===== src/verilog/omx_pkg.sv =====
// constants for the or/move/pointer-load execute block
package omx_pkg;
   localparam int unsigned DATA_W = 8;
   localparam int unsigned ADDR_W = 12;
   localparam int unsigned WORD_W = 16;
   localparam int unsigned PTR_CNT = 3;
   // opcode patterns, compared against the top bits of a word
   localparam logic [7:0] OP_OR_LIT = 8'h09;
   localparam logic [5:0] OP_OR_FILE = 6'h04;
   localparam logic [5:0] OP_COPY_FILE = 6'h14;
   localparam logic [9:0] OP_LOAD_PTR = 10'h3b8;
   localparam logic [7:0] OP_LOAD_PTR_2ND = 8'hf0;
   localparam logic [3:0] OP_MOVE_SRC = 4'hc;
   localparam logic [3:0] OP_MOVE_DST = 4'hf;
   // field positions
   localparam int unsigned DEST_BIT = 9;
   localparam int unsigned ACCESS_BIT = 8;
   localparam int unsigned NEG_BIT = 7;
   // access bank split: low half in bank 0, high half in bank 15
   localparam logic [7:0] ACCESS_SPLIT = 8'h80;
   localparam logic [3:0] ACCESS_HI_BANK = 4'hf;
   // special addresses in data space
   localparam logic [11:0] ADDR_ACCUM = 12'hfe8;
   localparam logic [11:0] ADDR_PC_LOW = 12'hff9;
   localparam logic [11:0] ADDR_TOS_LOW = 12'hffd;
   localparam logic [11:0] ADDR_TOS_HIGH = 12'hffe;
   localparam logic [11:0] ADDR_TOS_UPPER = 12'hfff;
   // reset values
   localparam logic [7:0] ACCUM_RST = 8'h00;
   localparam logic [11:0] PTR_RST = 12'h000;
   // index of the last phase of one instruction cycle
   localparam logic [1:0] PHASE_LAST = 2'h3;
   typedef enum logic [1:0] {
      OMX_Q1,
      OMX_Q2,
      OMX_Q3,
      OMX_Q4
   } omx_phase_t;
   typedef enum {
      OMX_IDLE,
      OMX_PTR_LOW,
      OMX_MOVE_DST
   } omx_state_t;
endpackage


===== src/verilog/omx_exec.sv =====
// execute logic for or, copy, pointer-load and file-to-file move
//
// Behaviour
// - or literal into accumulator, set n z
// - or accumulator with file, set n z
// - destination bit 0 accumulator, 1 file
// - access bit 0 access bank, 1 bank select
// - 8-bit address reaches whole selected bank
// - load 12-bit literal into chosen pointer
// - pointer load two words, high then low
// - copy file to destination, set n z
// - two-word move, 12-bit source and destination
// - move accepts accumulator as either operand
// - move never writes pc low or stack top
// - move two cycles, write in last phase
`timescale 1ns/1ps
module omx_exec (
   input wire logic i_ref_clk,
   input wire logic i_sys_rst,
   input wire logic i_instr_valid,
   input wire logic [omx_pkg::WORD_W-1:0] i_instr_word,
   input wire logic [3:0] i_bank_select,
   input wire logic [omx_pkg::DATA_W-1:0] i_mem_rdata,
   output logic o_instr_taken,
   output logic o_unsupported,
   output logic o_mem_rd,
   output logic [omx_pkg::ADDR_W-1:0] o_mem_raddr,
   output logic o_mem_wr,
   output logic [omx_pkg::ADDR_W-1:0] o_mem_waddr,
   output logic [omx_pkg::DATA_W-1:0] o_mem_wdata,
   output logic o_move_dest_refused,
   output logic [omx_pkg::DATA_W-1:0] o_accum,
   output logic o_flag_neg,
   output logic o_flag_zero,
   output logic [omx_pkg::ADDR_W-1:0] o_ptr0,
   output logic [omx_pkg::ADDR_W-1:0] o_ptr1,
   output logic [omx_pkg::ADDR_W-1:0] o_ptr2,
   output omx_pkg::omx_phase_t o_phase
);
   import omx_pkg::*;

   omx_phase_t phase;
   logic cycle_start;
   logic cycle_end;
   omx_state_t state_r;
   logic [WORD_W-1:0] word_r;
   logic word_ok_r;
   logic [DATA_W-1:0] accum_r;
   logic neg_r;
   logic zero_r;
   logic [ADDR_W-1:0] ptr_r [PTR_CNT];
   logic [1:0] ptr_sel_r;
   logic [ADDR_W-1:0] move_src_r;
   logic [DATA_W-1:0] opnd_r;
   logic [DATA_W-1:0] result_r;
   logic rd_r;
   logic [ADDR_W-1:0] raddr_r;
   logic wr_r;
   logic [ADDR_W-1:0] waddr_r;
   logic [DATA_W-1:0] wdata_r;
   logic refused_r;
   logic unsup_r;

   // decoded fields of the current word: input in q1, latch after
   logic is_or_lit;
   logic is_or_file;
   logic is_copy;
   logic is_ptr;
   logic is_move;
   logic dest_file;
   logic [ADDR_W-1:0] file_addr;
   logic [ADDR_W-1:0] dst_addr;
   logic dst_forbidden;
   logic [DATA_W-1:0] result_nxt;
   logic is_accum_src;
   logic [WORD_W-1:0] cur_word;
   logic cur_ok;

   omx_phase_gen u_phase (
      .i_ref_clk(i_ref_clk),
      .i_sys_rst(i_sys_rst),
      .o_phase(phase),
      .o_cycle_start(cycle_start),
      .o_cycle_end(cycle_end)
   );

   // q1 decode must see the incoming word, the latch is one edge late
   assign cur_word = cycle_start ? i_instr_word : word_r;
   assign cur_ok = cycle_start ? i_instr_valid : word_ok_r;
   assign is_or_lit = cur_word[15:8] == OP_OR_LIT;
   assign is_or_file = cur_word[15:10] == OP_OR_FILE;
   assign is_copy = cur_word[15:10] == OP_COPY_FILE;
   assign is_ptr = cur_word[15:6] == OP_LOAD_PTR;
   assign is_move = cur_word[15:12] == OP_MOVE_SRC;
   assign dest_file = cur_word[DEST_BIT];

   // access bank maps low half to bank 0 and high half to the sfr bank
   always_comb begin
      if (cur_word[ACCESS_BIT]) begin
         file_addr = {i_bank_select, cur_word[7:0]};
      end else if (cur_word[7:0] >= ACCESS_SPLIT) begin
         file_addr = {ACCESS_HI_BANK, cur_word[7:0]};
      end else begin
         file_addr = {4'h0, cur_word[7:0]};
      end
   end

   assign dst_addr = cur_word[11:0];
   assign dst_forbidden = (dst_addr == ADDR_PC_LOW) ||
      (dst_addr == ADDR_TOS_LOW) || (dst_addr == ADDR_TOS_HIGH) ||
      (dst_addr == ADDR_TOS_UPPER);
   // accumulator lives in data space, so it is served locally
   assign is_accum_src = raddr_r == ADDR_ACCUM;

   always_comb begin
      if (is_or_lit) begin
         result_nxt = accum_r | word_r[7:0];
      end else if (is_or_file) begin
         result_nxt = accum_r | opnd_r;
      end else begin
         result_nxt = opnd_r;
      end
   end

   // new word latched at q1; the fetch side holds it stable for the cycle
   always_ff @(posedge i_ref_clk or posedge i_sys_rst) begin
      if (i_sys_rst) begin
         word_r <= 16'h0000;
         word_ok_r <= 1'b0;
      end else if (cycle_start) begin
         word_r <= i_instr_word;
         word_ok_r <= i_instr_valid;
      end
   end

   assign o_instr_taken = cycle_start & i_instr_valid;

   // sequencing of two-word instructions
   always_ff @(posedge i_ref_clk or posedge i_sys_rst) begin
      if (i_sys_rst) begin
         state_r <= OMX_IDLE;
         ptr_sel_r <= 2'h0;
         move_src_r <= 12'h000;
         unsup_r <= 1'b0;
      end else if (cycle_end) begin
         unsup_r <= 1'b0;
         case (state_r)
            OMX_IDLE: begin
               if (word_ok_r && is_ptr && word_r[5:4] != 2'h3) begin
                  state_r <= OMX_PTR_LOW;
                  ptr_sel_r <= word_r[5:4];
               end else if (word_ok_r && is_move) begin
                  state_r <= OMX_MOVE_DST;
                  move_src_r <= word_r[11:0];
               end else if (word_ok_r && !(is_or_lit || is_or_file ||
                            is_copy)) begin
                  unsup_r <= 1'b1;
               end
            end
            OMX_PTR_LOW: begin
               state_r <= OMX_IDLE;
               // a wrong second word aborts the pair
               unsup_r <= !(word_ok_r && word_r[15:8] == OP_LOAD_PTR_2ND);
            end
            OMX_MOVE_DST: begin
               state_r <= OMX_IDLE;
               unsup_r <= !(word_ok_r && word_r[15:12] == OP_MOVE_DST);
            end
            default: begin
               state_r <= OMX_IDLE;
            end
         endcase
      end
   end

   // q2 read of the operand
   always_ff @(posedge i_ref_clk or posedge i_sys_rst) begin
      if (i_sys_rst) begin
         rd_r <= 1'b0;
         raddr_r <= 12'h000;
      end else if (phase == OMX_Q1 && cur_ok && state_r == OMX_IDLE &&
                   (is_or_file || is_copy)) begin
         rd_r <= 1'b1;
         raddr_r <= file_addr;
      end else if (phase == OMX_Q1 && cur_ok && state_r == OMX_IDLE &&
                   is_move) begin
         rd_r <= cur_word[11:0] != ADDR_ACCUM;
         raddr_r <= cur_word[11:0];
      end else begin
         // second move cycle has no dummy read
         rd_r <= 1'b0;
      end
   end

   // operand captured at q2 from memory or accumulator
   always_ff @(posedge i_ref_clk or posedge i_sys_rst) begin
      if (i_sys_rst) begin
         opnd_r <= 8'h00;
      end else if (phase == OMX_Q2 && state_r == OMX_IDLE) begin
         opnd_r <= is_accum_src ? accum_r : i_mem_rdata;
      end
   end

   // q3 processes data
   always_ff @(posedge i_ref_clk or posedge i_sys_rst) begin
      if (i_sys_rst) begin
         result_r <= 8'h00;
      end else if (phase == OMX_Q3 && state_r == OMX_IDLE) begin
         result_r <= result_nxt;
      end
   end

   // q4 write: accumulator, flags, memory
   always_ff @(posedge i_ref_clk or posedge i_sys_rst) begin
      if (i_sys_rst) begin
         accum_r <= ACCUM_RST;
         neg_r <= 1'b0;
         zero_r <= 1'b0;
      end else if (phase == OMX_Q4 && word_ok_r) begin
         if (state_r == OMX_IDLE && (is_or_lit ||
             ((is_or_file || is_copy) && !dest_file))) begin
            accum_r <= result_r;
         end else if (state_r == OMX_MOVE_DST &&
                      word_r[15:12] == OP_MOVE_DST &&
                      dst_addr == ADDR_ACCUM) begin
            accum_r <= opnd_r;
         end
         if (state_r == OMX_IDLE && (is_or_lit || is_or_file ||
             is_copy)) begin
            neg_r <= result_r[NEG_BIT];
            zero_r <= result_r == 8'h00;
         end
      end
   end

   always_ff @(posedge i_ref_clk or posedge i_sys_rst) begin
      if (i_sys_rst) begin
         wr_r <= 1'b0;
         waddr_r <= 12'h000;
         wdata_r <= 8'h00;
         refused_r <= 1'b0;
      end else if (phase == OMX_Q3 && word_ok_r && state_r == OMX_IDLE &&
                   (is_or_file || is_copy) && dest_file) begin
         wr_r <= 1'b1;
         waddr_r <= file_addr;
         wdata_r <= result_nxt;
         refused_r <= 1'b0;
      end else if (phase == OMX_Q3 && word_ok_r &&
                   state_r == OMX_MOVE_DST &&
                   word_r[15:12] == OP_MOVE_DST) begin
         // status flags untouched by the move
         wr_r <= !dst_forbidden && dst_addr != ADDR_ACCUM;
         waddr_r <= dst_addr;
         wdata_r <= opnd_r;
         refused_r <= dst_forbidden;
      end else begin
         wr_r <= 1'b0;
         refused_r <= 1'b0;
      end
   end

   // pointer registers, high nibble in first cycle, low byte in second
   for (genvar g = 0; g < PTR_CNT; g++) begin : g_ptr
      always_ff @(posedge i_ref_clk or posedge i_sys_rst) begin
         if (i_sys_rst) begin
            ptr_r[g] <= PTR_RST;
         end else if (phase == OMX_Q4 && word_ok_r) begin
            if (state_r == OMX_IDLE && is_ptr && word_r[5:4] == 2'(g)) begin
               ptr_r[g][11:8] <= word_r[3:0];
            end else if (state_r == OMX_PTR_LOW && ptr_sel_r == 2'(g) &&
                         word_r[15:8] == OP_LOAD_PTR_2ND) begin
               ptr_r[g][7:0] <= word_r[7:0];
            end
         end
      end
   end

   assign o_mem_rd = rd_r;
   assign o_mem_raddr = raddr_r;
   assign o_mem_wr = wr_r;
   assign o_mem_waddr = waddr_r;
   assign o_mem_wdata = wdata_r;
   assign o_move_dest_refused = refused_r;
   assign o_unsupported = unsup_r;
   assign o_accum = accum_r;
   assign o_flag_neg = neg_r;
   assign o_flag_zero = zero_r;
   assign o_ptr0 = ptr_r[0];
   assign o_ptr1 = ptr_r[1];
   assign o_ptr2 = ptr_r[2];
   assign o_phase = phase;
endmodule


===== src/verilog/omx_phase_gen.sv =====
// four-phase sequencer for the instruction cycle
`timescale 1ns/1ps
module omx_phase_gen (
   input wire logic i_ref_clk,
   input wire logic i_sys_rst,
   output omx_pkg::omx_phase_t o_phase,
   output logic o_cycle_start,
   output logic o_cycle_end
);
   import omx_pkg::*;
   logic [1:0] phase_r;

   always_ff @(posedge i_ref_clk or posedge i_sys_rst) begin
      if (i_sys_rst) begin
         phase_r <= 2'h0;
      end else begin
         phase_r <= phase_r + 2'h1;
      end
   end

   assign o_phase = omx_phase_t'(phase_r);
   assign o_cycle_start = (phase_r == 2'h0);
   assign o_cycle_end = (phase_r == PHASE_LAST);
endmodule


===== config.mk =====
export PLATFORM = sky130hd
export DESIGN_NAME = omx_exec
export DESIGN_NICKNAME = d
export VERILOG_FILES = /design/src/verilog/omx_pkg.sv /design/src/verilog/omx_exec.sv /design/src/verilog/omx_phase_gen.sv
export SDC_FILE = /design/constraint.sdc
export NUM_CORES = 1
export LEC_CHECK = 0
export ABC_AREA = 1
export BUFFER_PORTS_ARGS = -buffer_cell sky130_fd_sc_hd__buf_2
export CAP_MARGIN = 20
export CORE_MARGIN = 10
export CORE_UTILIZATION = 45
export CTS_CLUSTER_DIAMETER = 200
export DETAILED_ROUTE_END_ITERATION = 16
export GPL_TIMING_DRIVEN = 0
export PLACE_DENSITY = 0.73
export SLEW_MARGIN = 20
export SYNTH_ARGS = -nofsm -noshare
export SYNTH_HDL_FRONTEND = slang
export SYNTH_HIERARCHICAL = 1
export SYNTH_SLANG_ARGS = --single-unit

===== constraint.sdc =====
create_clock -name i_ref_clk -period 8.8 [get_ports i_ref_clk]
set_input_delay 1.76 -clock i_ref_clk [delete_from_list [all_inputs] [get_ports i_ref_clk]]
set_output_delay 1.76 -clock i_ref_clk [all_outputs]
set_load 0.03 [all_outputs]

== Word level (Yosys, flattened, before mapping) ==
Index checks and enable logic that the tools add are counted.
Operators by class
  $add $sub $neg: 1
  multipliers: 0
  divide/modulo/power cells: 0
  $lt $le $gt $ge: 1
  equality and inequality tests: 27
  shift-type cells: 0
  multiplexer cells: 28
  bitwise operators: 6
  reductions and logical operators: 66
Operators by type and width (number)
  $mux 32: 3
  $eq 12x12->1 const B: 6
  $mux 12: 6
  $eq 32x2->1 const B: 2
  $logic_not 32->1: 2
  $mux 8: 7
  $logic_and 1x1->1: 35
  $eq 32x1->1 const B: 1
  $eq 32x3->1 const B: 1
  $mux 16: 1
  $or 8x8->8: 2
  $ne 12x12->1 const B: 1
  $reduce_and 2->1: 6
  $reduce_and 3->1: 4
  $eq 10x10->1 const B: 1
  $mux 1: 10
  $eq 2x2->1 const B: 4
  $eq 4x4->1 const B: 2
  $eq 8x4->1 const B: 1
  $eq 8x8->1 const B: 1
  $ge 8x8->1 const B: 1
  $logic_not 8->1: 1
  $logic_or 1x1->1: 7
  $eq 2x1->1 const B: 3
  11 further kinds: 21
Storage, ports and cells
  bits in registers: 151
  latch bits: 0
  memory bits (writable): 0
  memory bits (read-only): 0
  input bits: 31
  output and inout port bits: 85
  logic and storage cells: 152
  memories: 0

== Depth between registers and ports, before layout ==
  depth after elaboration: 11
  mapped depth: 16
  gate-level depth less buffers: 15

== Hierarchy ==
The synthesis kept the hierarchy.
By module, submodules not included
  omx_exec: times used 1, cells each 700, area an instance 5769.3 um^2, sequential area each 2977.9 um^2
  omx_phase_gen: times used 1, cells each 7, area an instance 86.3 um^2, sequential area each 50.0 um^2

== Worst setup path before layout ==
Ideal clock, no wire load.
  kind: input to output
  start point: input port i_instr_valid
  end point: output port o_instr_taken
  arrival time: 2004 ps
  required time: 7040 ps
  setup slack: 5036 ps
  cell stages on the path: 2
  buffers on the path: 0
  path through: nand2_1 inv_1
On the way
  word-level cells in the longest chain between the ends: 1
RTL lines
  start, declared: RTL line omx_exec.sv:20  | input wire logic i_instr_valid,
  $and 1x1->1: RTL line omx_exec.sv:136  | assign o_instr_taken = cycle_start & i_instr_valid;
  end, declared: RTL line omx_exec.sv:24  | output logic o_instr_taken,
Every way passes these cells.

== Worst setup path after layout ==
Ends and elaborated chain as after synthesis.

==> impl_metrics.tcl <==
set metrics [dict create \
    outcome "finished clean" \
    wl_per_cell_um 15.3 \
    ant_nets 0 \
    drv_slew 0 \
    finalSetupTns_ns 0 \
    syn_avg_cell_area_um2 8.28 \
    synth_edf_count 0 \
    drc 0 \
    fillers 1131 \
    grt_first_pass_wirelength_mm 25.6 \
    grtUsageMet2_pct 28.0 \
    gp_congestion 0.883 \
    period_needed_ns 3.92 \
    endpoint_kind "output port" \
    rsz0062_at_grt "no" \
    reg2reg_to "o_accum[6]" \
    grt_pass1_vias 4939 \
    ys_types 40 \
    crit_path_start_kind "input port" \
    synthFlopType "dfrtp_1" \
    grt_max_degree 83 \
    netlist_instances 707 \
    postCtsSetupRepairBufs 0 \
    min_period_over_period_pct 44.5 \
    synthSimpleGateAreaFrac_pct 27.5 \
    die_h_um 134 \
    setup_viol 0 \
    relSlewSlack_pct 65.4 \
    busiest_layer "met2" \
    p_sw_share_pct 31.1 \
    p_seq_share_pct 40.3 \
    route.final.wire_length_mm 15.7 \
    regArea_um2 3030 \
    yosysMostFrequentCell "nand2_1" \
    dieArea_um2 18000 \
    dp.final_hpwl_mm 12.1 \
    ctsHtreeMaxLevel 4 \
    final_cells 1027 \
    overflow 0 \
    track_usage_pct 18.0 \
    rrSetupSlack_ns 6.23 \
    cts_sinks 121 \
    fmax_mhz 255 \
    p_int_mw 1.18 \
    path_max_fanout 2 \
    synth_common_cells "217 x nand2_1, 121 x dfrtp_1, 98 x inv_1" \
    skew_ns 0.00866 \
    p_sw_uw 533 \
    synth.area.top_cells "dfrtp_1 52%, nand2_1 14%, inv_1 6.3%" \
    drv_cap 0 \
    p_comb_share_pct 19.0 \
    syn_area_um2 5860 \
    use_met1_pct 23.1 \
    nets 875 \
    start_util_pct 46.2 \
    antenna_found_initial 0 \
    area.growth.synth_to_final_pct 24.2 \
    synthAdderAreaFrac_pct 0.427 \
    async_flop_share_pct 100 \
    coreArea_um2 12700 \
    post_cts_resized 0 \
    yosysTopAreaCellShare_pct 51.7 \
    clkLatencyLatePin_ns 0.42 \
    port_buffers 115 \
    cts_max_path_buffers 2 \
    place_area_um2 6680 \
    root_buffer "clkbuf_16" \
    worstMarginPinSlew_ns 0.519 \
    dr.first_iter.drc_count 535 \
    synth_compound_area_share_pct 11.2 \
    vias_per_cell 4.99 \
    first_pass_iters 5 \
    crit_arrival_ns 2.16 \
    synth_xor_xnor_area_share_pct 0 \
    p_clk_share_pct 40.8 \
    multiInputGateArea_um2 2300 \
    diodes 0 \
    dp.cells 995 \
    cp-startpoint "i_instr_valid" \
    cts_tree "yes" \
    finalHoldViolCount 0 \
    cts_made_buffers 17 \
    peakVddDrop_mv 0.115 \
    ctsHoldBuffers 0 \
    rows 41 \
    leakage_nw 3.99 \
    hold_class "reg2reg" \
    criticalPathCategory "in2out" \
    endpoint "o_instr_taken" \
    syn-num-nets 740 \
    die_x_um 134 \
    yosys_warnings 6 \
    worst_r2r_startpoint "u_phase/o_phase[0]" \
    yosysSeqAreaShare_pct 51.7 \
    vias 5124 \
    synth_top_area_cell "dfrtp_1" \
    finalPower_mw 1.72 \
    ioPinCount 116 \
    drive_above_1_share_pct 23.9 \
    cp.required_ns 7.04 \
    grtUsageMet3_pct 5.86 \
    ys_ff_latch 121 \
    synth_top_family_by_area "simple AND/OR/NAND/NOR gates" \
    power.density_nw_per_um2 236 \
    yosys-mux-area-fraction_pct 0.171 \
    stdcell_area_um2 7270 \
    rr_worst_depth 12 \
    clkTransAtPathRegs_ns 0.05 \
]
[sequential cells by signal, indices dropped and copies added, names as in the netlist, 8 cells and up]
| signal | cells |
|---|---|
| o_mem_wdata | 8 |
| o_ptr0 | 12 |
| o_accum | 8 |
| o_ptr1 | 12 |
| word_r | 16 |
| result_r | 8 |
| opnd_r | 8 |
| o_ptr2 | 12 |
| o_mem_waddr | 12 |
| o_mem_raddr | 12 |
[final cells by class]
type | count | area share, %
Sequential cell | 121 | 41.6
Multi-Input combinational cell | 464 | 31.6
Timing Repair Buffer | 116 | 8.29
Clock buffer | 19 | 6.09
Inverter | 106 | 5.54
Tap cell | 172 | 2.96
Clock inverter | 13 | 2.10
Buffer | 16 | 1.75
[worst min-delay path by stage]
stage	from	cells after the start	endpoint
floorplan	result_r[3]	2	result_r[3]
global placement	o_ptr2[2]	2	o_ptr2[2]
detailed placement	o_ptr2[2]	2	o_ptr2[2]
CTS	o_ptr2[2]	2	o_ptr2[2]
global route	o_ptr0[0]	2	o_ptr0[0]
finish	o_ptr2[2]	2	o_ptr2[2]
[per-stage QoR]
stage                     hold WS, ns  setup slack [ns]  utilization, %
after floorplan                 0.472              3.88               -
after global placement          0.454              2.50            52.5
after detailed placement        0.458              4.88            52.7
after CTS                       0.470              4.88            57.4
after global routing            0.493              4.85            57.4
final                           0.474              4.88            57.4
[power by group through the flow]
stage | sequential (mW) | combinational [mW] | clock, mW
after floorplan | 0.756 | 0.166 | 0
after global placement | 0.695 | 0.321 | 0
after detailed placement | 0.698 | 0.327 | 0
after CTS | 0.690 | 0.329 | 0.707
after global routing | 0.700 | 0.364 | 0.733
final | 0.691 | 0.325 | 0.700
[cells by family after synthesis]
| family | Yosys count |
|---|---|
| AOI/OAI and AO/OA | 114 |
| buffers and inverters | 122 |
| and+or+nand+nor | 347 |
| DFF | 121 |
| muxes | 1 |
| adders and majority gates | 2 |
[metal layers]
metal | part of all wire [%] | vias up
li1 | - | 2543
met1 | 46 | 2404
met2 | 46 | 157
met3 | 7.1 | 20
met4 | 1.3 | 0
met5 | 0 | -
[critical path, cell delays in order]
cell and delay [ns]:
buf_2 0.07, nand2_1 0.04, inv_1 0.08, buf_2 0.20
[layout by cell type (no fill, tap or decap), types with 3 or more instances in the layout]
cell type / count
o21ai_2: 6
clkbuf_1: 7
nand2_2: 10
nand2_1: 217
nand2_4: 6
inv_2: 6
nor2_2: 3
o21ai_1: 28
o211ai_1: 10
nor2_1: 30
o221ai_1: 3
dfrtp_1: 121
o21ai_0: 52
inv_1: 97
buf_6: 6
a21oi_1: 10
nand3_4: 3
nor4_1: 4
nor2_4: 3
bufinv_16: 3
buf_2: 117
nand3b_1: 3
clkinvlp_4: 5
nand3_1: 48
clkbuf_16: 17
nand4_1: 9
clkinv_2: 5
nand3_2: 3
Power figures use the tool's default switching activity.
